$ cat config.mk
export PLATFORM = sky130hd
export DESIGN_NAME = pbaf_port_b
export DESIGN_NICKNAME = d
export VERILOG_FILES = /design/src/core/pbaf_pkg.sv /design/src/core/pbaf_port_b.sv
export VERILOG_INCLUDE_DIRS = /design/src /design/src/core
export SDC_FILE = /design/constraint.sdc
export NUM_CORES = 1
export LEC_CHECK = 0
export BUFFER_PORTS_ARGS = -buffer_cell sky130_fd_sc_hd__buf_4
export CAP_MARGIN = 20
export CORE_ASPECT_RATIO = 0.75
export CORE_MARGIN = 2
export CORE_UTILIZATION = 30
export DETAILED_ROUTE_END_ITERATION = 8
export GPL_TIMING_DRIVEN = 0
export PLACE_DENSITY = 0.64
export SKIP_LAST_GASP = 1
export SYNTH_ARGS = -nofsm -noshare
export SYNTH_HDL_FRONTEND = slang
export SYNTH_SLANG_ARGS = --single-unit
$ cat constraint.sdc
create_clock -name i_clk_sys -period 0.8 [get_ports i_clk_sys]
set_input_delay 0.16 -clock i_clk_sys [delete_from_list [all_inputs] [get_ports i_clk_sys]]
set_output_delay 0.16 -clock i_clk_sys [all_outputs]
set_load 0.03 [all_outputs]
$ cat src/core/pbaf_consts.svh
// Constants for the port B alternate-function override block.
`ifndef PBAF_CONSTS_SVH
`define PBAF_CONSTS_SVH

// ==========================================================
// Pin positions of the alternate functions
// ==========================================================
`define PBAF_PORT_W 8
`define PBAF_BIT_SS 0
`define PBAF_BIT_SCK 1
`define PBAF_BIT_MOSI 2
`define PBAF_BIT_MISO 3
`define PBAF_BIT_T0A 4
`define PBAF_BIT_T1A 5
`define PBAF_BIT_T1B 6
`define PBAF_BIT_T2A 7

// ==========================================================
// Reset values and the empty override bundle
// ==========================================================
`define PBAF_RST_PAD 4'h0
`define PBAF_RST_IN 1'h0
`define PBAF_RST_SEL_N 1'h1
`define PBAF_OVR_NONE 8'h00

`endif

$ cat src/core/pbaf_pkg.sv
// Types shared by the port B alternate-function override block.
`default_nettype none
package pbaf_pkg;

  // ==========================================================
  // Override bundle that an alternate function hands to a pin
  // ==========================================================
  typedef struct packed {
    logic pullup_override_enable;
    logic pullup_override_value;
    logic direction_override_enable;
    logic direction_override_value;
    logic pin_value_override_enable;
    logic pin_value_override_value;
    logic input_enable_override_enable;
    logic input_enable_override_value;
  } pbaf_ovr_t;

  // ==========================================================
  // Final pad controls of one pin
  // ==========================================================
  typedef struct packed {
    logic oe;
    logic val;
    logic pu;
    logic ie;
  } pbaf_pad_t;

  // ==========================================================
  // Role of the serial peripheral unit
  // ==========================================================
  typedef enum logic [1:0] {
    PBAF_SPI_OFF = 2'b00,
    PBAF_SPI_SLAVE = 2'b01,
    PBAF_SPI_MASTER = 2'b10
  } pbaf_spi_role_t;

endpackage

`default_nettype wire

$ cat src/core/pbaf_port_b.sv
// Port B alternate-function override logic: timers, serial unit, pin change.
//
// Overview of operation
// - Bit 7 value is timer2 compare A when enabled; drives only if direction set.
// - Bit 6 value is timer1 compare B when enabled; drives only if direction set.
// - Bit 5 value is timer1 compare A when enabled; drives only if direction set.
// - Bit 4 value is timer0 compare A when enabled; drives only if direction set.
// - Bit 3 is input as master; as slave direction bit rules, slave output drives.
// - Bit 2 is input as slave; as master direction bit rules, master output drives.
// - Bit 1 is input as slave; as master direction bit rules, clock output drives.
// - Bit 0 is input as slave; as master only direction bit rules, no value.
// - Slave unit is active only while select pin is low; pin feeds select.
// - When serial role forces bits 3..0 input, pull-up follows port output bit unless the global disable is set.
// - Bit 3 joins master input and slave output; bit 2 the reverse.
// - Bits 7..0 feed pin change 15..8; masked and group enabled forces input on.
// - Master drives clock out on bit 1; slave receives clock from bit 1.
// - Value override enable picks override value, otherwise port output bit.
// - Direction override enable picks override value, ignoring direction bit.
// - Plain pull-up is on only for direction 0, output 1, disable 0.
// - Input enable override sets input buffer regardless of sleep state.
`timescale 1ns/1ps
`default_nettype none
`include "pbaf_consts.svh"

module pbaf_port_b (
  // Clock and reset
  input wire logic i_clk_sys,
  input wire logic i_reset,
  // Port register bits and global controls
  input wire logic [`PBAF_PORT_W-1:0] i_portb_dir,
  input wire logic [`PBAF_PORT_W-1:0] i_portb_out,
  input wire logic i_global_pullup_disable,
  input wire logic i_sleep_inputs_off,
  // Pad input levels
  input wire logic [`PBAF_PORT_W-1:0] i_pad_in,
  // Timer compare outputs
  input wire logic i_timer2_compare_a_en,
  input wire logic i_timer2_compare_a_out,
  input wire logic i_timer1_compare_b_en,
  input wire logic i_timer1_compare_b_out,
  input wire logic i_timer1_compare_a_en,
  input wire logic i_timer1_compare_a_out,
  input wire logic i_timer0_compare_a_en,
  input wire logic i_timer0_compare_a_out,
  // Serial peripheral unit
  input wire logic i_spi_unit_enable,
  input wire logic i_spi_master_select,
  input wire logic i_spi_slave_out,
  input wire logic i_spi_master_out,
  input wire logic i_spi_sck_out,
  // Pin change interrupt controls
  input wire logic [`PBAF_PORT_W-1:0] i_pin_change_mask,
  input wire logic i_pin_change_group1_enable,
  // Pad controls
  output logic [`PBAF_PORT_W-1:0] o_pad_out,
  output logic [`PBAF_PORT_W-1:0] o_pad_oe,
  output logic [`PBAF_PORT_W-1:0] o_pad_pullup,
  output logic [`PBAF_PORT_W-1:0] o_pad_in_en,
  // Digital inputs to the alternate functions
  output logic [`PBAF_PORT_W-1:0] o_pin_change_src,
  output var logic o_spi_master_in,
  output var logic o_spi_slave_in,
  output var logic o_spi_sck_in,
  output var logic o_spi_select_n
);

  // ==========================================================
  // Serial unit role
  // ==========================================================
  pbaf_pkg::pbaf_spi_role_t role;
  logic is_master;
  logic is_slave;

  always_comb begin
    if (!i_spi_unit_enable) begin
      role = pbaf_pkg::PBAF_SPI_OFF;
    end else if (i_spi_master_select) begin
      role = pbaf_pkg::PBAF_SPI_MASTER;
    end else begin
      role = pbaf_pkg::PBAF_SPI_SLAVE;
    end
    is_master = 1'b0;
    is_slave = 1'b0;
    case (role)
      pbaf_pkg::PBAF_SPI_MASTER: begin
        is_master = 1'b1;
      end
      pbaf_pkg::PBAF_SPI_SLAVE: begin
        is_slave = 1'b1;
      end
      default: begin
        is_master = 1'b0;
      end
    endcase
  end

  // ==========================================================
  // Override bundles from the alternate functions
  // ==========================================================
  pbaf_pkg::pbaf_ovr_t ovr [`PBAF_PORT_W];
  logic spi_pullup [`PBAF_PORT_W];

  always_comb begin
    for (int b = 0; b < `PBAF_PORT_W; b++) begin
      ovr[b] = `PBAF_OVR_NONE;
      spi_pullup[b] = i_portb_out[b] & ~i_global_pullup_disable;
      ovr[b].input_enable_override_enable = i_pin_change_mask[b]
                                            & i_pin_change_group1_enable;
      ovr[b].input_enable_override_value = 1'b1;
    end
    ovr[`PBAF_BIT_T2A].pin_value_override_enable = i_timer2_compare_a_en;
    ovr[`PBAF_BIT_T2A].pin_value_override_value = i_timer2_compare_a_out;
    ovr[`PBAF_BIT_T1B].pin_value_override_enable = i_timer1_compare_b_en;
    ovr[`PBAF_BIT_T1B].pin_value_override_value = i_timer1_compare_b_out;
    ovr[`PBAF_BIT_T1A].pin_value_override_enable = i_timer1_compare_a_en;
    ovr[`PBAF_BIT_T1A].pin_value_override_value = i_timer1_compare_a_out;
    ovr[`PBAF_BIT_T0A].pin_value_override_enable = i_timer0_compare_a_en;
    ovr[`PBAF_BIT_T0A].pin_value_override_value = i_timer0_compare_a_out;
    // Data in towards a master, data out as a slave.
    ovr[`PBAF_BIT_MISO].pullup_override_enable = is_master;
    ovr[`PBAF_BIT_MISO].pullup_override_value = spi_pullup[`PBAF_BIT_MISO];
    ovr[`PBAF_BIT_MISO].direction_override_enable = is_master;
    ovr[`PBAF_BIT_MISO].pin_value_override_enable = is_slave;
    ovr[`PBAF_BIT_MISO].pin_value_override_value = i_spi_slave_out;
    // Data out from a master, data in to a slave.
    ovr[`PBAF_BIT_MOSI].pullup_override_enable = is_slave;
    ovr[`PBAF_BIT_MOSI].pullup_override_value = spi_pullup[`PBAF_BIT_MOSI];
    ovr[`PBAF_BIT_MOSI].direction_override_enable = is_slave;
    ovr[`PBAF_BIT_MOSI].pin_value_override_enable = is_master;
    ovr[`PBAF_BIT_MOSI].pin_value_override_value = i_spi_master_out;
    ovr[`PBAF_BIT_SCK].pullup_override_enable = is_slave;
    ovr[`PBAF_BIT_SCK].pullup_override_value = spi_pullup[`PBAF_BIT_SCK];
    ovr[`PBAF_BIT_SCK].direction_override_enable = is_slave;
    ovr[`PBAF_BIT_SCK].pin_value_override_enable = is_master;
    ovr[`PBAF_BIT_SCK].pin_value_override_value = i_spi_sck_out;
    ovr[`PBAF_BIT_SS].pullup_override_enable = is_slave;
    ovr[`PBAF_BIT_SS].pullup_override_value = spi_pullup[`PBAF_BIT_SS];
    ovr[`PBAF_BIT_SS].direction_override_enable = is_slave;
  end

  // ==========================================================
  // Per-pin merge of port bits and overrides
  // ==========================================================
  pbaf_pkg::pbaf_pad_t pad [`PBAF_PORT_W];
  pbaf_pkg::pbaf_pad_t next_pad [`PBAF_PORT_W];
  logic [`PBAF_PORT_W-1:0] next_din;

  for (genvar g = 0; g < `PBAF_PORT_W; g++) begin : g_pin
    always_comb begin
      if (ovr[g].direction_override_enable) begin
        next_pad[g].oe = ovr[g].direction_override_value;
      end else begin
        next_pad[g].oe = i_portb_dir[g];
      end
      if (ovr[g].pin_value_override_enable) begin
        next_pad[g].val = ovr[g].pin_value_override_value;
      end else begin
        next_pad[g].val = i_portb_out[g];
      end
      if (ovr[g].pullup_override_enable) begin
        next_pad[g].pu = ovr[g].pullup_override_value;
      end else begin
        next_pad[g].pu = ~i_portb_dir[g] & i_portb_out[g]
                         & ~i_global_pullup_disable;
      end
      if (ovr[g].input_enable_override_enable) begin
        next_pad[g].ie = ovr[g].input_enable_override_value;
      end else begin
        next_pad[g].ie = ~i_sleep_inputs_off;
      end
      // A disabled input buffer reads low so a floating pad cannot toggle logic.
      next_din[g] = i_pad_in[g] & next_pad[g].ie;
    end

    always_ff @(posedge i_clk_sys) begin
      if (i_reset) begin
        pad[g] <= `PBAF_RST_PAD;
        o_pin_change_src[g] <= `PBAF_RST_IN;
      end else begin
        pad[g] <= next_pad[g];
        o_pin_change_src[g] <= next_din[g];
      end
    end

    assign o_pad_oe[g] = pad[g].oe;
    assign o_pad_out[g] = pad[g].val;
    assign o_pad_pullup[g] = pad[g].pu;
    assign o_pad_in_en[g] = pad[g].ie;
  end

  // ==========================================================
  // Digital inputs handed to the serial unit
  // ==========================================================
  logic next_master_in;
  logic next_slave_in;
  logic next_sck_in;
  logic next_select_n;

  always_comb begin
    next_master_in = next_din[`PBAF_BIT_MISO];
    next_slave_in = next_din[`PBAF_BIT_MOSI];
    next_sck_in = next_din[`PBAF_BIT_SCK];
    // Select reads idle while its buffer is off, so in sleep only a select armed for pin change can wake a slave.
    next_select_n = next_din[`PBAF_BIT_SS] | ~next_pad[`PBAF_BIT_SS].ie;
  end

  always_ff @(posedge i_clk_sys) begin
    if (i_reset) begin
      o_spi_master_in <= `PBAF_RST_IN;
      o_spi_slave_in <= `PBAF_RST_IN;
      o_spi_sck_in <= `PBAF_RST_IN;
      o_spi_select_n <= `PBAF_RST_SEL_N;
    end else begin
      o_spi_master_in <= next_master_in;
      o_spi_slave_in <= next_slave_in;
      o_spi_sck_in <= next_sck_in;
      o_spi_select_n <= next_select_n;
    end
  end
endmodule

`default_nettype wire

After elaboration in Yosys (flattened, before gate mapping)
Memory sizes are Yosys's and may differ from the RTL's.
Index checks and enable logic that the tools add are counted.
- flip-flop bits (word level): 9
- RAM bits: 32
- input port bits: 50
- output and inout port bits: 44
- word-level logic and storage cells: 106
- memories: 1
- memory list (name ; words ; width ; read ports ; clocked after Yosys merged registers in ; write ports ; line ; text):
    pad ; 8 ; 4 ; 8 ; 0 ; 8 ; pbaf_port_b.sv:144 ; pbaf_pkg::pbaf_pad_t pad [`PBAF_PORT_W];
- eq/ne operators: 2
- muxes and demuxes: 38
- bitwise gates (word level): 56
- operators by type and width (cell ; number):
    $and 1x1->1 ; 36
    $mux 4 ; 8
    $mux 1 ; 28
    $not 1->1 ; 11
    $or 1x1->1 ; 9
    $mux 2 ; 2
    $eq 2x1->1 const B ; 1
    $eq 2x2->1 const B ; 1

Depth between registers and ports, before layout
Gate-level depths: netlist (run 1).
- depth after elaboration: 6
- gate-level depth with buffers: 4
- gate-level depth less buffers: 2

Worst setup path after synthesis (run 1)
OpenSTA, ideal clock, no wires.
- path kind: reg2out
- from: reg o_pin_change_src[1]
- to: out o_pin_change_src[1]
- arrival time: 0.700 ns
- data required time: 0.640 ns
- path slack: -0.060 ns
- stages on the path, launching flop included: 2
- path buffers: 1
- cell sequence: dfxtp_1 buf_4
- RTL lines (element ; line ; text):
    from (decl) ; pbaf_port_b.sv:60 ; output logic [`PBAF_PORT_W-1:0] o_pin_change_src,
    from (signal, indexed assignment) ; pbaf_port_b.sv:178 ; o_pin_change_src[g] <= `PBAF_RST_IN;
    from (signal, indexed assignment) ; pbaf_port_b.sv:181 ; o_pin_change_src[g] <= next_din[g];
No word-level cell between the ends.

==> metrics, run 1 <==
fmax=984 MHz; hold_ws=14.2 ps; post-layout min period=1020 ps; Syn Nets=165; final period utilization=127%; n_diodes=0; Avg WL per Cell=13.0 um; fin. max-slew vios=0; setup ws final=-216 ps; crit-path leading delay family=flip-flops; max_slew headroom=78.6%; Die X-Extent=82.0 um; EDFF count, synth=0; DP HPWL=2710 um; cell count after synthesis=115; Final ANT Viol Nets=0; first-pass GRT wire length=5510 um; Power Total=0.00452 W; Worst Path Arrival=860 ps; share of cells above drive strength 1=74.1%; clk sinks=41; Synth Cell Area=1370 um^2; Worst EP required=640 ps; Initial Util=31.0%; via count=1165; Final Non-Filler Cells=273; failing checks=setup timing; Final Hold Vio Count=0; outcome=complete, but fails checks; largest net degree at the start of global routing=13; # IOs=94; port buffer count=93; placement-stage cell area=2140 um^2; CP Max Fanout=2; dpl cells=265; switching portion of total power=26.3%; worst vdd ir=725 uV; Comb pwr share=20.5%; initial antenna violation count=0; Clk pin slew, worst setup/hold paths=70 ps; H-tree depth=2; total CTS buffers=5; RSZ-0062 raised after global routing=true; Crit path buffers/inverters=2; gr usage total=14.7%; Core Area=4410 um^2; die span in y=62.5 um; Switch Pwr=0.00119 W; Tightest Pin Transition=318 ps; Worst setup SP type=register; nets=266; final core occ=55.7%; final WL=3540 um; drc violations=0; Clk pwr share=30.3%; post-synthesis sequential area ratio=60.0%; endpoints failing setup=44; ys flop type=dfxtp_1; max cap viols=0; leak pwr=1.12 nW; DIE AREA=5120 um^2; Critical Path Max Stage Delay=330 ps; post-CTS setup buffer count=0; post-DR vias/cell=4.27; Critical Path End Type=primary output; Iter 0 DRT Violations=39; WS Path Type=reg2out; P per Cell Area=1840 nW/um^2; Yosys warning total=0; Async S/R FF share, synth=0%; Finished Cell Area=2460 um^2; vias in the first global route=1150; Critical-path top delay cell=dfxtp_2; CTS tree=done; global route overflow=0; area grow syn2layout=79.6%; worst-path cell chain=buf_6 -> buf_6; Crit path top cell by count=buf_6; Core Rows=21; Pint=0.00333 W; syn_area_per_cell=11.9 um^2; clock root buffer=clkbuf_8; register share of total power=49.1%; Clock Path Buffers=2; DRT Pass-1 Iters=3; synth unique cells=24; flops & latches, synth=41; hold crit path type=in2reg; global placement routability congestion=0.703
## cells in the mapped netlist (all sizes together) (2+ instances only)
master,count,area [um^2]
dfxtp,41,821
nor2,15,56.3
nor3b,15,148
a21boi,8,60.1
buf,8,66.3
mux2i,4,40.0
nor2b,4,25.0
a211oi,3,37.5
inv,3,11.3
nand2b,2,12.5
nand4b,2,17.5
o31ai,2,15.0
## layout by cell type, fill, tap and decap left out, drive strengths merged
cell / count
nand2b: 2
clkbuf: 6
and3: 1
o31ai: 2
inv: 3
dlygate4sd3: 1
a211oi: 3
buf: 101
or2: 1
or3: 1
nand4b: 2
and2b: 1
and2: 1
nor2: 15
mux2i: 4
dfxtp: 41
nand4bb: 1
clkinvlp: 1
o21ai: 1
nor3b: 15
a21bo: 1
a21boi: 8
nor2b: 4
## final cells by class
type                    count  area, um^2
inverters                   3        11.3
repair buffers             94         866
clock buffers               6        82.6
well taps                  57        71.3
flip-flops and latches     41         872
plain buffers               8        77.6
fillers                   403        1960
clock inverters             1        7.51
multi-input cells          63         470
## layer usage
| metal | routed length, um | global-route usage, % | share of wire, % |
|---|---|---|---|
| met5 | 0 | 0 | 0 |
| met4 | 56 | 6.25 | 1.6 |
| met3 | 402 | 6.21 | 11 |
| met2 | 1540 | 22.1 | 44 |
| met1 | 1540 | 18.3 | 43 |
## sequential cells by signal, indices dropped and copies added (netlist names)
signal,count
o_spi_master_in,1
o_pin_change_src,6
pad,32
o_spi_slave_in,1
o_spi_select_n,1
## logic make-up (layout without fill, tap and decap cells)
kind of cell / after synthesis / after routing / synth area share [%]
mux: 4 / 4 / 2.93
simple gates: 44 / 44 / 22.1
compound gates: 15 / 15 / 9.32
buf+inv: 11 / 112 / 5.67
flops: 41 / 41 / 60.0
## metrics by stage
stage          worst slack [ps]  TNS (ps)
2_1_floorplan              40.3         0
3_3_place_gp               -119     -1930
3_5_place_dp               -124     -2010
4_1_cts                    -226     -5410
5_1_grt                    -246     -6360
6_report                   -216     -4970
## path summary, 6_finish.rpt
| check | cells after the start | from | slack (ps) | endpoint |
|---|---|---|---|---|
| worst max-delay path | 2 | o_spi_slave_in | -220 | o_pin_change_src[2] |
| worst min-delay path | 2 | i_portb_dir[6] | 10 | pad[1][9] |
## timing repair
item,CTS,global route
hold buffers,0,1
endpoints found under the hold margin,0,1
resized for setup,83,0
setup endpoints to repair,44,44
## power by group through the flow
stage                     Clock, W  Sequential [W]  Combinational, W
after floorplan                  0         0.00245          0.000203
after global placement           0         0.00223          0.000857
after detailed placement         0         0.00223          0.000862
after CTS                  0.00143         0.00222          0.000938
after global routing       0.00154         0.00223          0.000996
final                      0.00137         0.00222          0.000929
(Power assumes the default switching activity.)
==> run 2: changes to the inputs <==
--- a/config.mk
+++ b/config.mk
@@ -13,7 +13,7 @@
 export CORE_UTILIZATION = 30
 export DETAILED_ROUTE_END_ITERATION = 8
 export GPL_TIMING_DRIVEN = 0
-export PLACE_DENSITY = 0.64
+export PLACE_DENSITY_LB_ADDON = 0.2
 export SKIP_LAST_GASP = 1
 export SYNTH_ARGS = -nofsm -noshare
 export SYNTH_HDL_FRONTEND = slang
==> run 2 against run 1 <==
Against the previous run: the run still ends with setup timing left; via count up 0.86%; hold slack better by 9.7 ps; critical endpoint is now o_pin_change_src[1]; setup slack improved by 18 ps; critical path type unchanged; largest power group unchanged; cell count stayed put.
==> metrics, run 2 (synthesis results as in run 1) <==
DRT Pass-1 Iters=4; port buffer count=93; most frequent cells in the layout=buf_4 (51), buf_6 (48), dfxtp_2 (41); H-tree depth=2; hold_ws=23.9 ps; vias in the first global route=1176; final period utilization=125%; max_slew headroom=81.2%; outcome=complete, but fails checks; clock root buffer=clkbuf_8; share of cells above drive strength 1=74.5%; worst vdd ir=889 uV; max cap viols=0; RSZ-0062 raised after global routing=true; P per Cell Area=1870 nW/um^2; most common cell after layout, fill and taps aside=buf_4; Clock Path Buffers=2; final WL=3600 um; initial antenna violation count=0; Hold Buf Count CTS=0; max FFs per register=32; Biggest register=pad; gr usage total=14.9%; CP Max Fanout=2; failing checks=setup timing; post-CTS setup buffer count=0; DIE AREA=5120 um^2; endpoints failing setup=44; total CTS buffers=5; Clk pin slew, worst setup/hold paths=80 ps; dpl cells=265; DP HPWL=2760 um; WL met3=219 um; post-DR vias/cell=4.30; hold crit path type=in2reg; leak pwr=1.12 nW; Final ANT Viol Nets=0; Worst Path Arrival=840 ps; Regs by FF count=pad (32), o_pin_change_src (6); fin. max-slew vios=0; nets=265; n_diodes=0; global placement routability congestion=0.717; Worst EP required=640 ps; Power Total=0.00460 W; Core Area=4410 um^2; Core Rows=21; Initial Util=31.0%; die span in y=62.5 um; Final Hold Vio Count=0; # IOs=94; CTS tree=done; drc violations=0; WS Path Type=reg2out; Tightest Pin Transition=279 ps; largest net degree at the start of global routing=13; Avg WL per Cell=13.2 um; M1 WL=1600 um; setup ws final=-199 ps; via count=1175; met2 wire len=1750 um; area grow syn2layout=79.7%; Die X-Extent=82.0 um; first-pass GRT wire length=5750 um; global route overflow=0; post-layout min period=999 ps; DR top layer=met4; Worst setup SP type=register; clk sinks=41; Iter 0 DRT Violations=37; Critical Path End Type=primary output; fmax=1000 MHz; FILL cells=412; Final Non-Filler Cells=273
run 2: cell count changes in the layout (fill, tap and decap cells not counted), sizes merged:
cell and change:
clkinv +1, clkinvlp -1, clkbuf +1, dlygate4sd3 -1
run 2: per-layer routing:
layer	up-vias	track usage (%)
met1	550	18.7
met4	0	4.38
met5	-	0
met3	2	4.05
li1	585	-
met2	38	24.6
run 2: cell type report:
cell class	instances	area [um^2]	share of cell area, %
flip-flops and latches	41	872	35.5
well taps	57	71.3	2.90
inverters	3	11.3	0.458
multi-input cells	63	470	19.1
repair buffers	93	856	34.8
clock buffers	7	96.3	3.92
plain buffers	8	77.6	3.15
clock inverters	1	5.00	0.203
run 2: timing repair:
action                     in CTS  in global routing
pin swaps                       0                  0
resized for setup              83                  0
setup endpoints to repair      44                 44
run 2: power breakdown:
| part | switching, W | internal, W |
|---|---|---|
| Sequential | 0.0000510 | 0.00217 |
| Clock | 0.000668 | 0.000780 |
| Combinational | 0.000449 | 0.000478 |
run 2: worst max-delay path: stages (launching register included):
cell and delay (ps):
dfxtp_2 330, buf_6 110, buf_6 120
run 2: worst paths after layout:
path | start | endpoint | slack [ps] | depth (start not counted)
setup / recovery | o_pin_change_src[1] | o_pin_change_src[1] | -200 | 2
hold / removal | i_portb_dir[6] | pad[1][9] | 20 | 2
run 2: per-stage QoR:
stage                     instance area (um^2)  setup WS (ps)  util, %  TNS [ps]
after floorplan                           1370           40.3        -         0
after global routing                      2460           -228     55.7     -5810
after CTS                                 2460           -211     55.7     -4970
after detailed placement                  2140           -136     48.5     -2950
final                                     2460           -199     55.7     -4330
after global placement                    2140           -113     48.5     -2490
==> run 3: changes to the inputs <==
--- a/config.mk
+++ b/config.mk
@@ -13,7 +13,9 @@
 export CORE_UTILIZATION = 30
 export DETAILED_ROUTE_END_ITERATION = 8
 export GPL_TIMING_DRIVEN = 0
+export MAX_ROUTING_LAYER = met4
 export PLACE_DENSITY_LB_ADDON = 0.2
+export REMOVE_ABC_BUFFERS = 1
 export SKIP_LAST_GASP = 1
 export SYNTH_ARGS = -nofsm -noshare
 export SYNTH_HDL_FRONTEND = slang
==> run 3 against run 2 <==
Against the previous run: the run still ends with setup timing left; final area shrank 2.6%; die area is the same; highest routed layer unchanged; non-clock buffer count shrank 8; critical path type unchanged; clock power grew 9.7%; sequential power is essentially flat.
==> metrics, run 3 (synthesis results as in run 1) <==
fin. max-slew vios=0; Die X-Extent=82.0 um; first-pass GRT wire length=5060 um; failing checks=setup timing; # IOs=94; P per Cell Area=1960 nW/um^2; global route overflow=0; largest net degree at the start of global routing=39; Tightest Pin Transition=385 ps; final period utilization=116%; Initial Util=31.0%; Hold Buf Count CTS=0; Critical-path top delay cell=dfxtp_2; most common cell after layout, fill and taps aside=buf_4; H-tree depth=2; Worst setup SP type=register; hold crit path type=in2reg; share of cells above drive strength 1=73.9%; endpoints failing setup=44; Clk pin slew, worst setup/hold paths=80 ps; Biggest register=pad; hold_ws=24.8 ps; FILL cells=375; crit-path leading delay family=flip-flops; fmax=1080 MHz; CTS tree=done; global placement routability congestion=0.695; post-DR vias/cell=4.29; Worst Path Arrival=770 ps; Multi-input gate area=473 um^2; worst setup path startpoint=o_spi_master_in; Core Area=4410 um^2; Min-Delay Startpoint=i_portb_dir[6]; dpl cells=257; area grow syn2layout=75.0%; vias in the first global route=1150; total CTS buffers=5; n_diodes=0; most frequent cells in the layout=buf_4 (49), buf_6 (44), dfxtp_2 (41); Iter 0 DRT Violations=21; max_slew headroom=74.3%; nets=257; Avg WL per Cell=12.1 um; CP Max Fanout=2; Final Non-Filler Cells=264; Final Hold Vio Count=0; DRT Pass-1 Iters=4; Reg area=872 um^2; die span in y=62.5 um; post-CTS setup buffer count=0; via count=1133; gr usage total=13.4%; post-layout min period=925 ps; Regs by FF count=pad (32), o_pin_change_src (6); DP HPWL=2340 um; final WL=3200 um; worst vdd ir=839 uV; initial antenna violation count=0; Core Rows=21; outcome=complete, but fails checks; drc violations=0; setup ws final=-125 ps; max cap viols=0; Clock Path Buffers=2; Critical Path Max Stage Delay=350 ps; Critical Path End Type=primary output; leak pwr=1.08 nW; Crit path buffers/inverters=1; max FFs per register=32; RSZ-0062 raised after global routing=true; worst-path cell chain=buf_6; WS Path Type=reg2out; clk sinks=41; DIE AREA=5120 um^2; clock root buffer=clkbuf_8; Final ANT Viol Nets=0; Worst EP required=640 ps; port buffer count=93
-- run 3: cell type report --
type                       instances  area share (%)
tap                               57            2.98
sequential                        41            36.4
multi-input combinational         63            19.7
clock inverter                     2            1.46
clock buffer                       5            2.87
inverter                           3           0.470
timing repair buffer              93            36.1
-- run 3: per-stage QoR --
stage	util (%)	setup slack (ps)	area (um^2)	setup TNS, ps	total power (W)
floorplan	-	-11.4	1300	-68.2	0.00260
global placement	46.9	-367	2070	-2850	0.00303
detailed placement	46.9	-394	2070	-3140	0.00305
CTS	54.3	-136	2390	-4870	0.00475
global route	54.3	-165	2390	-5890	0.00491
finish	54.3	-125	2390	-4250	0.00470
-- run 3: worst paths after layout --
check / to / slack [ps] / cells after the start
hold / removal: pad[1][9] / 20 / 2
setup / recovery: o_pin_change_src[3] / -130 / 1
-- run 3: metal layers --
layer  track usage [%]  vias up  part of all wire [%]
met5                 -        -                     0
met1              14.7      501                    43
met3              6.79        2                    12
met2              20.6       65                    44
met4              5.00        0                  0.56
li1                  -      565                     -
-- run 3: where the power goes --
group,switching (W),internal (W)
Combinational,0.000432,0.000453
Clock,0.000681,0.000907
Sequential,0.0000544,0.00217
Total,0.00117,0.00353
-- run 3: what timing repair did --
item,CTS,global route
setup endpoints to repair,51,44
pin swaps,0,0
resized for setup,86,0
endpoints found under the hold margin,0,0
